[config.mk]
export PLATFORM = sky130hd
export DESIGN_NAME = ssw_top
export DESIGN_NICKNAME = d
export VERILOG_FILES = /design/src/ssw_pkg.sv /design/src/ssw_watchdog.sv /design/src/ssw_top.sv
export SDC_FILE = /design/constraint.sdc
export NUM_CORES = 1
export LEC_CHECK = 0
export BUFFER_PORTS_ARGS = -buffer_cell sky130_fd_sc_hd__buf_2
export CORE_MARGIN = 2
export CORE_UTILIZATION = 30
export CTS_CLUSTER_DIAMETER = 60
export CTS_CLUSTER_SIZE = 16
export DETAILED_ROUTE_END_ITERATION = 8
export PLACE_DENSITY = 0.49
export SETUP_SLACK_MARGIN = 0.3
export SLEW_MARGIN = 20
export SYNTH_ARGS = -nofsm -noshare
export SYNTH_HDL_FRONTEND = slang
export SYNTH_SLANG_ARGS = --single-unit
[constraint.sdc]
create_clock -name clk -period 3.4 [get_ports clk]
set_input_delay 0.34 -clock clk [delete_from_list [all_inputs] [get_ports clk]]
set_output_delay 0.34 -clock clk [all_outputs]
set_load 0.05 [all_outputs]
[src/ssw_pkg.sv]
// package of the slave state and watchdog block: types, states, timing constants
// assumes a single 20 MHz system clock; the watchdog base period is 40 ns
package ssw_pkg;

	// clock period of clk in ps and base tick period in ps
	localparam int unsigned CLK_PERIOD_PS  = 50000;
	localparam int unsigned BASE_PERIOD_NS = 40;
	localparam int unsigned BASE_PERIOD_PS = BASE_PERIOD_NS * 1000;

	// extra base periods added to the multiplier for one tick
	localparam logic [15:0] TICK_EXTRA = 16'h0002;

	// reset values of the watchdog settings
	localparam logic [15:0] MULT_RESET  = 16'h09C2;  // 2498
	localparam logic [15:0] TIMER_RESET = 16'h03E8;  // 1000

	// offsets of the watchdog settings in the slave controller map
	localparam logic [15:0] WD_MULT_OFFSET   = 16'h0400;
	localparam logic [15:0] WD_BUS_OFFSET    = 16'h0410;
	localparam logic [15:0] WD_LOCAL_OFFSET  = 16'h0420;

	// operating states, gray coded along init-config-safe-run
	typedef enum logic [2:0] {
		SSW_INIT     = 3'h0,
		SSW_CONFIG   = 3'h1,
		SSW_SAFE_RUN = 3'h3,
		SSW_RUN      = 3'h2,
		SSW_FW_UPD   = 3'h4
	} ssw_state_type;

	// watchdog configuration as seen by the state block
	typedef struct packed {
		logic [15:0] mult;      // shared multiplier
		logic [15:0] bus_time;  // bus-side timer
		logic [15:0] loc_time;  // local interface timer
		logic        bus_en;    // bus-side watchdog enabled
		logic        loc_en;    // local watchdog enabled
	} ssw_wd_cfg_type;

	// checks reported by the bus-facing side before a transition
	typedef struct packed {
		logic mbx_ok;  // mailbox channels 0 and 1 set correctly
		logic pd_ok;   // process-data channels set correctly
		logic dc_ok;   // distributed clock settings correct or unused
	} ssw_check_type;

	// traffic permissions driven out of the block
	typedef struct packed {
		logic mbx_allow;   // general mailbox traffic
		logic file_allow;  // file-access mailbox traffic
		logic pd_allow;    // cyclic process data
	} ssw_permit_type;

	// watchdog timer state
	typedef struct packed {
		logic [15:0] tick_cnt;  // base periods within one tick
		logic [15:0] time_cnt;  // ticks since last access
		logic        tripped;   // watchdog expired
	} ssw_wd_state_type;

endpackage

[src/ssw_watchdog.sv]
// one communication watchdog: counts ticks since the last access
// assumes base_pulse comes from the shared base tick (one per 50 ns clk cycle in ssw_top) in the same clock domain
module ssw_watchdog (
	input  wire logic        clk,
	input  wire logic        sys_rst,
	input  wire logic        base_pulse,  // one per base period, 50 ns in ssw_top
	input  wire logic [15:0] mult,        // shared multiplier
	input  wire logic [15:0] wd_time,     // own timer value in ticks
	input  wire logic        enable,      // watchdog switched on
	input  wire logic        kick,        // access seen, restart
	output logic             tripped      // expired, level
);

	// all state of the watchdog
	ssw_pkg::ssw_wd_state_type st;
	ssw_pkg::ssw_wd_state_type next_st;

	// tick counting and expiry
	always_comb begin
		next_st = st;
		if (!enable || wd_time == 16'h0000) begin
			// a zero timer switches the watchdog off completely
			next_st = '0;
		end else if (kick) begin
			// restart on every access; also clears a trip
			next_st = '0;
		end else if (base_pulse && !st.tripped) begin
			// one tick is multiplier plus two base periods
			if (st.tick_cnt >= mult + ssw_pkg::TICK_EXTRA - 16'h0001) begin
				next_st.tick_cnt = '0;
				// expiry after timer value ticks
				if (st.time_cnt >= wd_time - 16'h0001) begin
					next_st.tripped = 1'b1;
				end else begin
					next_st.time_cnt = st.time_cnt + 16'h0001;
				end
			end else begin
				next_st.tick_cnt = st.tick_cnt + 16'h0001;
			end
		end
	end

	// state register
	always_ff @(posedge clk or posedge sys_rst) begin
		if (sys_rst) begin
			st <= '0;
		end else begin
			st <= next_st;
		end
	end

	assign tripped = st.tripped;

endmodule

[src/ssw_top.sv]
// slave state machine and two communication watchdogs of the slave controller
// assumes bus-facing logic on clk presents requests, checks and access strobes;
// pins wd_cfg, req and checks are same-domain; local accesses are same-domain too
//
// Functional notes
// - local watchdog trips without local accesses
// - tick is multiplier plus two 40ns periods; here each base period is 50 ns
// - watchdog time is tick times timer
// - bus watchdog timer zero disables it
// - five states; run is normal end
// - power-up initial; no mailbox, no process data
// - check mailbox channels entering configuration; here checked only on entry from initial, not from safe-run or run
// - configuration: mailbox yes, process data no
// - check process channels and clocks entering safe-run; here checked only on entry from configuration, not from run
// - copy inputs before acknowledging safe-run; here only on entry from configuration, run enters safe-run at once
// - safe-run: traffic allowed, outputs held safe
// - watchdog off lets safe-run drive outputs; here a local watchdog switched off only by a zero timer still holds them safe
// - run: outputs follow master data
// - firmware update only from initial
// - firmware update: file transfers only
// - bus watchdog restarts on process access
// - bus watchdog trip keeps state
// - one shared multiplier, two timers
module ssw_top (
	input  wire logic                  clk,
	input  wire logic                  sys_rst,
	input  wire ssw_pkg::ssw_wd_cfg_type wd_cfg,       // watchdog settings
	input  wire logic                  req_valid,    // state change request pulse
	input  wire ssw_pkg::ssw_state_type req_state,    // requested state
	input  wire ssw_pkg::ssw_check_type checks,       // configuration checks
	input  wire logic                  bus_pd_access, // successful bus process access
	input  wire logic                  loc_access,   // local interface access
	input  wire logic                  copy_done,    // input copy to memory finished
	input  wire logic [15:0]           out_data,     // output data from master
	input  wire logic [15:0]           safe_value,   // configured safe output value
	output ssw_pkg::ssw_state_type     state,        // present state
	output ssw_pkg::ssw_permit_type    permit,       // traffic permissions
	output logic                       copy_req,     // request input copy, level
	output logic                       busy,         // transition pending
	output logic                       err_flag,     // last request refused
	output logic                       bus_wd_trip,  // bus watchdog expired
	output logic                       loc_wd_trip,  // local watchdog expired
	output logic [15:0]                phys_out      // physical outputs
);

	// cycles of clk in one 40 ns base period, at least one
	localparam int unsigned BASE_CYC_RAW = ssw_pkg::BASE_PERIOD_PS / ssw_pkg::CLK_PERIOD_PS;
	localparam int unsigned BASE_CYC     = (BASE_CYC_RAW < 1) ? 1 : BASE_CYC_RAW;
	localparam logic [3:0]  BASE_LAST    = 4'(BASE_CYC - 1);

	// all state of the top
	typedef struct packed {
		ssw_pkg::ssw_state_type state;    // operating state
		logic                   pend;     // waiting for input copy
		logic                   err;      // refused request
		logic [3:0]             base_cnt; // base period divider
		logic                   base;     // base period pulse
		logic [15:0]            out_q;    // physical output register
	} ssw_top_st_type;

	ssw_top_st_type st;
	ssw_top_st_type next_st;

	logic bus_trip;  // from bus watchdog
	logic loc_trip;  // from local watchdog

	// legality of a transition in the state graph
	function automatic logic legal_step(input ssw_pkg::ssw_state_type from,
					    input ssw_pkg::ssw_state_type to);
		logic ok;
		ok = 1'b0;
		case (from)
			ssw_pkg::SSW_INIT:     ok = (to == ssw_pkg::SSW_CONFIG) || (to == ssw_pkg::SSW_FW_UPD);
			ssw_pkg::SSW_CONFIG:   ok = (to == ssw_pkg::SSW_INIT) || (to == ssw_pkg::SSW_SAFE_RUN);
			ssw_pkg::SSW_SAFE_RUN: ok = (to == ssw_pkg::SSW_INIT) || (to == ssw_pkg::SSW_CONFIG)
						    || (to == ssw_pkg::SSW_RUN);
			ssw_pkg::SSW_RUN:      ok = (to != ssw_pkg::SSW_FW_UPD) && (to != ssw_pkg::SSW_RUN);
			ssw_pkg::SSW_FW_UPD:   ok = (to == ssw_pkg::SSW_INIT);
			default:               ok = 1'b0;
		endcase
		return ok;
	endfunction

	// shared multiplier, own timers per watchdog
	ssw_watchdog u_bus_wd (
		.clk        (clk),
		.sys_rst    (sys_rst),
		.base_pulse (st.base),
		.mult       (wd_cfg.mult),
		.wd_time    (wd_cfg.bus_time),
		.enable     (wd_cfg.bus_en),
		.kick       (bus_pd_access),
		.tripped    (bus_trip)
	);

	// local interface watchdog
	ssw_watchdog u_loc_wd (
		.clk        (clk),
		.sys_rst    (sys_rst),
		.base_pulse (st.base),
		.mult       (wd_cfg.mult),
		.wd_time    (wd_cfg.loc_time),
		.enable     (wd_cfg.loc_en),
		.kick       (loc_access),
		.tripped    (loc_trip)
	);

	// next state, divider and output logic
	always_comb begin
		logic wd_active;
		logic any_trip;
		wd_active = (wd_cfg.bus_en && wd_cfg.bus_time != 16'h0000) || wd_cfg.loc_en;
		any_trip  = bus_trip || loc_trip;
		next_st   = st;

		// base period divider; the 40 ns period divides to zero clk cycles and is clamped to one here,
		// so each base period is 50 ns and the tick is a quarter longer than nominal
		if (st.base_cnt >= BASE_LAST) begin
			next_st.base_cnt = '0;
			next_st.base     = 1'b1;
		end else begin
			next_st.base_cnt = st.base_cnt + 4'h1;
			next_st.base     = 1'b0;
		end

		// state transitions; a watchdog trip never changes the state
		if (st.pend) begin
			// acknowledge safe-run only after inputs are copied
			if (copy_done) begin
				next_st.state = ssw_pkg::SSW_SAFE_RUN;
				next_st.pend  = 1'b0;
			end
		end else if (req_valid) begin
			if (!legal_step(st.state, req_state)) begin
				next_st.err = 1'b1;
			end else if (st.state == ssw_pkg::SSW_INIT && req_state == ssw_pkg::SSW_CONFIG
				     && !checks.mbx_ok) begin
				next_st.err = 1'b1;
			end else if (req_state == ssw_pkg::SSW_SAFE_RUN && st.state == ssw_pkg::SSW_CONFIG) begin
				if (checks.pd_ok && checks.dc_ok) begin
					next_st.pend = 1'b1;
					next_st.err  = 1'b0;
				end else begin
					next_st.err = 1'b1;
				end
			end else begin
				// firmware update reached only from init by legal_step
				next_st.state = req_state;
				next_st.err   = 1'b0;
			end
		end

		// outputs: safe on any trip; otherwise safe unless run, or safe-run with bus watchdog off and loc_en low
		if (any_trip) begin
			next_st.out_q = safe_value;
		end else if (st.state == ssw_pkg::SSW_RUN) begin
			next_st.out_q = out_data;
		end else if (st.state == ssw_pkg::SSW_SAFE_RUN && !wd_active) begin
			next_st.out_q = out_data;
		end else begin
			next_st.out_q = safe_value;
		end
	end

	// state register; power-up enters init
	always_ff @(posedge clk or posedge sys_rst) begin
		if (sys_rst) begin
			st <= '{state: ssw_pkg::SSW_INIT, pend: 1'b0, err: 1'b0,
				base_cnt: 4'h0, base: 1'b0, out_q: 16'h0000};
		end else begin
			st <= next_st;
		end
	end

	// traffic permissions by state
	always_comb begin
		permit = '0;
		case (st.state)
			ssw_pkg::SSW_INIT:     permit = '0;
			ssw_pkg::SSW_CONFIG:   permit = '{mbx_allow: 1'b1, file_allow: 1'b1, pd_allow: 1'b0};
			ssw_pkg::SSW_SAFE_RUN: permit = '{mbx_allow: 1'b1, file_allow: 1'b1, pd_allow: 1'b1};
			ssw_pkg::SSW_RUN:      permit = '{mbx_allow: 1'b1, file_allow: 1'b1, pd_allow: 1'b1};
			ssw_pkg::SSW_FW_UPD:   permit = '{mbx_allow: 1'b0, file_allow: 1'b1, pd_allow: 1'b0};
			default:               permit = '0;
		endcase
	end

	assign state       = st.state;
	assign copy_req    = st.pend;
	assign busy        = st.pend;
	assign err_flag    = st.err;
	assign bus_wd_trip = bus_trip;
	assign loc_wd_trip = loc_trip;
	assign phys_out    = st.out_q;

endmodule

==> results.sh, run 1 <==
export IMPL_swShare=0.3272
export IMPL_io_pins=121
export IMPL_ys_ff_latch=88
export IMPL_synth_nets=900
export IMPL_crit_fanout=7
export IMPL_synth_top_cell_by_area="dfrtp_1"
export IMPL_p_per_area_mw_per_mm2=327.5
export IMPL_initial_core_util=0.3070
export IMPL_tightest_slew_ns=0.7083
export IMPL_numCtsBuffers=9
export IMPL_antenna_found_initial=0
export IMPL_grt_pass1_wl_um=28980
export IMPL_synth_most_common_cell="dfrtp_1"
export IMPL_critical_path_required_ns=3.67
export IMPL_drive_gt1_frac=0.3459
export IMPL_totalNegativeSetupSlack_ns=-0.1346
export IMPL_period_share=1.020
export IMPL_pwr_share_comb=0.258
export IMPL_io_buffers=120
export IMPL_place_hpwl_um=13220
export IMPL_ys_types=58
export IMPL_maxCapViolCount=0
export IMPL_dieHeight_um=151.1
export IMPL_fill_cells=2087
export IMPL_clk_path_buf_depth=2
export IMPL_clock_sinks=88
export IMPL_finalMaxSlewViolations=0
export IMPL_yosys_warnings=0
export IMPL_vias=6019
export IMPL_gp_congestion=0.7837
export IMPL_drt_initial_drc_count=207
export IMPL_hold_violations=0
export IMPL_syn_avg_cell_area_um2=8.837
export IMPL_design_area_mm2=0.009145
export IMPL_ys_top_cells_by_count="dfrtp_1 (88), nand2_1 (76), ha_1 (71)"
export IMPL_firstDrtPassIters=4
export IMPL_layout_min_cycle_time_ns=3.468
export IMPL_syn_to_final_growth_pct=40.80
export IMPL_hold_path_class="input port to asynchronous set/reset pin"
export IMPL_postPlaceCellArea_mm2=0.008263
export IMPL_finalSetupViolations=4
export IMPL_finalClockSkew_ns=0.005686
export IMPL_cts_tree="built"
export IMPL_diodes=0
export IMPL_die_area_mm2=0.02284
export IMPL_internal_power_mw=2.015
export IMPL_syn_area_mm2=0.006495
export IMPL_gr_total_overflow=0
export IMPL_grt_setup_unrepaired="true"
export IMPL_p_switching_mw=0.9801
export IMPL_ys_async_sr_fraction=1.000
export IMPL_ys_seq_area_frac=0.3390
export IMPL_multi_input_area_mm2=0.004703
export IMPL_cts_hold_buf=0
export IMPL_synth_top_area_frac=0.3390
export IMPL_grt_max_degree=55
export IMPL_insertion_delay_ns=0.34
export IMPL_syn_inst=735
export IMPL_arrival_ns=3.74
export IMPL_grt_usage=0.1577
export IMPL_fmax_mhz=288.3
export IMPL_reg2reg_slack_ns=0.34
export IMPL_critical_path_class="input port to flop"
export IMPL_ys_flop_type="dfrtp_1"
export IMPL_p_leak_nw=4.120
export IMPL_layout_setup_ws_ns=-0.06819
export IMPL_p_seq_frac=0.384
export IMPL_clk_pin_slew_ns=0.07
export IMPL_wl_per_cell_um=13.99
export IMPL_regArea_mm2=0.002202
export IMPL_synthTopCellsByArea="dfrtp_1 (34%), ha_1 (14%), xnor2_1 (5.8%)"
export IMPL_violations="negative setup slack"
export IMPL_ant_nets=0
export IMPL_avgViaCountPerCell=4.897
export IMPL_cp_end_kind="flop"
export IMPL_drc_errors=0
export IMPL_cp_start_kind="input port"
export IMPL_fin_nets=1114
export IMPL_htree_levels=3
export IMPL_synth_edff_count=0
export IMPL_rows=53
export IMPL_clock_power_share=0.358
export IMPL_maxSlewHeadroom=0.5278
export IMPL_core_mm2=0.02115
export IMPL_ir_drop_mv=0.4805
export IMPL_wirelength_um=17200
export IMPL_die_w_um=151.1
export IMPL_first_global_vias=5946
export IMPL_root_buffer="clkbuf_16"
export IMPL_outcome="finished with violations"
layout by cell type, fill, tap and decap left out, types with 4 or more instances in the layout:
master,netlist,layout
nand3_1,40,36
nand4_1,22,22
dfrtp_1,88,88
and3_1,15,13
clkbuf_16,0,9
or4_1,8,6
nand2b_1,14,14
buf_2,2,114
mux2_2,16,16
xnor2_1,43,40
or3_1,9,8
nor4_1,16,5
inv_1,25,24
nand3b_1,5,5
buf_6,0,14
a21oi_2,0,6
o21a_1,4,4
buf_4,1,90
nor2b_1,9,9
nand2_1,76,73
o21ai_0,22,17
and2_1,5,4
nor2_1,70,64
a21oi_1,47,40
xor2_1,32,30
and4_1,5,5
ha_1,71,70
nor3_1,16,8
nor4_4,0,11
nor3_4,0,8
power by group through the flow:
stage                     clock network, mW  logic [mW]  registers [mW]
after detailed placement                  0       0.749            1.17
after global placement                    0       0.751            1.17
after floorplan                           0       0.351            1.30
after global routing                   1.16       0.839            1.16
final                                  1.07       0.772            1.15
after CTS                              1.11       0.760            1.15
final cells by class:
type,count,area share
flip-flops and latches,88,0.2408
clock inverters,7,0.01040
multi-input cells,603,0.5143
repair buffers,222,0.1617
well taps,275,0.03762
inverters,25,0.01053
clock buffers,9,0.02463
worst paths after layout:
| path | startpoint | end | cells after the start |
|---|---|---|---|
| min in group clk | copy_done | busy | 2 |
| worst max register to register | u_bus_wd.st[26] | u_bus_wd.st[8] | 8 |
| worst min register to register | err_flag | err_flag | 1 |
| worst min-delay path | sys_rst | u_loc_wd.st[14] | 2 |
| worst max-delay path | wd_cfg[34] | u_bus_wd.st[8] | 15 |
| max in group asynchronous | sys_rst | u_bus_wd.st[4] | 3 |
routing by layer:
metal  vias up  part of all wire  track usage
met4         0            0.0086      0.02991
li1       3078                 -            -
met1      2808              0.47       0.2107
met5         -                 0            0
met3        10             0.044      0.03554
met2       123              0.48       0.2636
logic make-up after synthesis:
family | Yosys count | synth area share
flops | 88 | 0.3390
xor+xnor | 75 | 0.1011
other cells | 1 | 0.0005774
buf+inv | 44 | 0.02658
simple gates | 330 | 0.2628
fa+ha+maj | 71 | 0.1368
compound gates | 107 | 0.1008
mux | 19 | 0.03236
flip-flops by register name, summed over array words and instances, names as in the netlist:
signal and count:
busy 1, err_flag 1, u_loc_wd.st 32, phys_out 16
st 1, u_bus_wd.tripped 1, u_loc_wd.tripped 1, state 3
u_bus_wd.st 32
stage by stage:
| step | worst slack (ns) | power (mW) | hold WS (ns) | utilization | cells |
|---|---|---|---|---|---|
| 3_3_place_gp | -0.4567 | 1.922 | 0.5054 | 0.3906 | 1198 |
| 3_5_place_dp | -0.5063 | 1.918 | 0.5074 | 0.3906 | 1198 |
| 4_1_cts | -0.01604 | 3.017 | 0.1524 | 0.4159 | 1222 |
| 2_1_floorplan | -0.1656 | 1.650 | 0.4311 | - | 735 |
| 6_report | -0.06819 | 2.995 | 0.1237 | 0.4323 | 1229 |
| 5_1_grt | -0.1787 | 3.164 | 0.1758 | 0.4323 | 1229 |
critical path, stage by stage:
cell and delay (ns):
buf_12 0.09, and3_4 0.18, nand3_2 0.07, nor2_2 0.11, and2_4 0.17, nand2_1 0.06
xor2_1 0.16, ha_1 0.31, nand4_1 0.12, or4_1 0.48, or4_4 0.52, o211a_4 0.16
or4_4 0.46, or3_1 0.36, a21oi_1 0.14
what timing repair did:
item,CTS,global route
gates resized for setup,27,60
setup endpoints to repair,49,50
endpoints found under the hold margin,0,0
pin swaps,32,45
gates cloned,0,1
buffers inserted,8,6
Note: power is estimated with default switching activity, not from simulation.
==> inputs of run 2 (changes only) <==
--- a/config.mk
+++ b/config.mk
@@ -6,11 +6,12 @@
 export NUM_CORES = 1
 export LEC_CHECK = 0
 export BUFFER_PORTS_ARGS = -buffer_cell sky130_fd_sc_hd__buf_2
-export CORE_MARGIN = 2
+export CORE_MARGIN = 3
 export CORE_UTILIZATION = 30
 export CTS_CLUSTER_DIAMETER = 60
 export CTS_CLUSTER_SIZE = 16
 export DETAILED_ROUTE_END_ITERATION = 8
+export GPL_ROUTABILITY_DRIVEN = 0
 export PLACE_DENSITY = 0.49
 export SETUP_SLACK_MARGIN = 0.3
 export SLEW_MARGIN = 20
==> constraint.sdc (replaced) <==
create_clock -name clk -period 3.4 [get_ports clk]
set_input_delay 1.02 -clock clk [delete_from_list [all_inputs] [get_ports clk]]
set_output_delay 1.02 -clock clk [all_outputs]
set_load 0.05 [all_outputs]
==> run 2 against run 1 <==
The flow still finishes with violations (negative setup slack); first-iteration DRC count up 4.3%; cell area is 4.9% higher; total power grew 0.12%; global-route usage shrank 0.41 points; worst setup slack got worse by 0.58 ns; flip-flop and latch count did not move; largest power group unchanged; clock power fell by 5%; largest cell class unchanged.
==> results.sh, run 2 (synthesis gave the netlist of run 1 again) <==
export IMPL_final_common_cell="buf_4"
export IMPL_clock_sinks=88
export IMPL_p_leak_nw=4.326
export IMPL_arrival_ns=4.33
export IMPL_vias=6142
export IMPL_postPlaceCellArea_mm2=0.008526
export IMPL_post_place_cells=1223
export IMPL_hold_path_class="flop to flop"
export IMPL_htree_levels=3
export IMPL_tightest_slew_ns=0.8733
export IMPL_core_mm2=0.02115
export IMPL_grt_pass1_wl_um=30300
export IMPL_layout_setup_ws_ns=-0.6451
export IMPL_initial_core_util=0.3070
export IMPL_design_area_mm2=0.009595
export IMPL_p_per_area_mw_per_mm2=312.5
export IMPL_cts_hold_buf=0
export IMPL_clk_path_buf_depth=2
export IMPL_finalSetupViolations=66
export IMPL_drive_gt1_frac=0.3865
export IMPL_period_share=1.190
export IMPL_outcome="finished with violations"
export IMPL_die_area_mm2=0.02345
export IMPL_total_power_mw=2.999
export IMPL_gr_total_overflow=0
export IMPL_wirelength_um=17580
export IMPL_grt_setup_unrepaired="true"
export IMPL_ir_drop_mv=0.3354
export IMPL_pwr_share_comb=0.276
export IMPL_cts_tree="built"
export IMPL_drt_initial_drc_count=216
export IMPL_finalMaxSlewViolations=0
export IMPL_firstDrtPassIters=4
export IMPL_grt_max_degree=38
export IMPL_syn_to_final_growth_pct=47.74
export IMPL_critical_path_required_ns=3.68
export IMPL_layout_min_cycle_time_ns=4.045
export IMPL_wl_per_cell_um=13.83
export IMPL_dieHeight_um=153.1
export IMPL_maxCapViolCount=0
export IMPL_crit_fanout=6
export IMPL_die_w_um=153.1
export IMPL_cp_end_kind="flop"
export IMPL_io_buffers=120
export IMPL_p_switching_mw=1.016
export IMPL_swShare=0.3389
export IMPL_clock_power_share=0.340
export IMPL_io_pins=121
export IMPL_p_seq_frac=0.384
export IMPL_fmax_mhz=247.2
export IMPL_diodes=0
export IMPL_layout_common_cells="buf_4 (124), buf_2 (114), dfrtp_1 (88)"
export IMPL_antenna_found_initial=0
export IMPL_maxSlewHeadroom=0.4165
export IMPL_fin_cells=1271
export IMPL_first_global_vias=6302
export IMPL_finalClockSkew_ns=0.009830
export IMPL_fin_nets=1156
export IMPL_root_buffer="clkbuf_16"
export IMPL_critical_path_class="input port to flop"
export IMPL_drc_errors=0
export IMPL_avgViaCountPerCell=4.832
export IMPL_internal_power_mw=1.983
export IMPL_insertion_delay_ns=0.35
export IMPL_grt_usage=0.1535
export IMPL_ant_nets=0
export IMPL_place_hpwl_um=13700
export IMPL_cp_start_kind="input port"
export IMPL_hold_violations=0
export IMPL_reg2reg_slack_ns=0.46
export IMPL_clk_pin_slew_ns=0.07
export IMPL_violations="negative setup slack"
export IMPL_rows=53
export IMPL_numCtsBuffers=9
[run 2: worst paths after layout]
kind | from | end | depth (start not counted)
worst max-delay path | wd_cfg[38] | u_bus_wd.st[16] | 15
worst min-delay path | err_flag | err_flag | 1
worst max register to register | u_bus_wd.st[26] | u_bus_wd.st[16] | 8
worst min register to register | err_flag | err_flag | 1
max in group asynchronous | sys_rst | u_loc_wd.st[28] | 3
min in group asynchronous | sys_rst | u_loc_wd.st[14] | 2
[run 2: worst max-delay path: stages]
cell and delay [ns]:
buf_6 0.08, and3_4 0.19, nand3_4 0.07, nor2_4 0.11
and2_4 0.17, nand2_1 0.07, xor2_1 0.17, ha_1 0.31
nand4_1 0.10, or4_1 0.47, or4_4 0.43, o211a_4 0.17
or4_4 0.45, or3_4 0.38, a21oi_2 0.13
[run 2: repair_timing]
item,CTS,global route
gates resized for setup,63,36
setup endpoints to repair,66,66
gates cloned,0,1
pin swaps,33,36
hold endpoints to repair,0,0
setup buffers,20,11
[run 2: final cells by class]
type	count	area [µm²]
tap	275	344.1
clock inverter	6	67.56
clock buffer	10	229.0
inverter	25	97.59
timing repair buffer	264	1867
fill	2082	11560
multi-input combinational	603	4788
sequential	88	2202
[run 2: stage by stage]
step                      hold WS, ns  setup TNS (ns)  worst slack (ns)  utilization
after detailed placement       0.5083          -55.63            -1.187       0.4030
after global routing           0.5660          -33.75           -0.7607       0.4536
after floorplan                0.4935          -31.12           -0.8456            -
final                          0.5303          -22.86           -0.6451       0.4536
after global placement         0.5123          -53.44            -1.122       0.4030
after CTS                      0.5371          -22.53           -0.6375       0.4401
[run 2: layer usage]
metal | vias to the layer above | global-route usage | part of all wire
met1 | 2847 | 0.2055 | 0.48
met2 | 125 | 0.2562 | 0.46
met3 | 14 | 0.03539 | 0.049
met4 | 0 | 0.02970 | 0.0087
li1 | 3156 | - | -
met5 | - | 0 | 0
[run 2: power groups by stage]
stage | Combinational (mW) | Clock [mW] | Sequential, mW
after CTS | 0.827 | 1.05 | 1.16
after global routing | 0.904 | 1.10 | 1.17
final | 0.827 | 1.02 | 1.15
after floorplan | 0.361 | 0 | 1.30
after global placement | 0.797 | 0 | 1.17
after detailed placement | 0.797 | 0 | 1.17
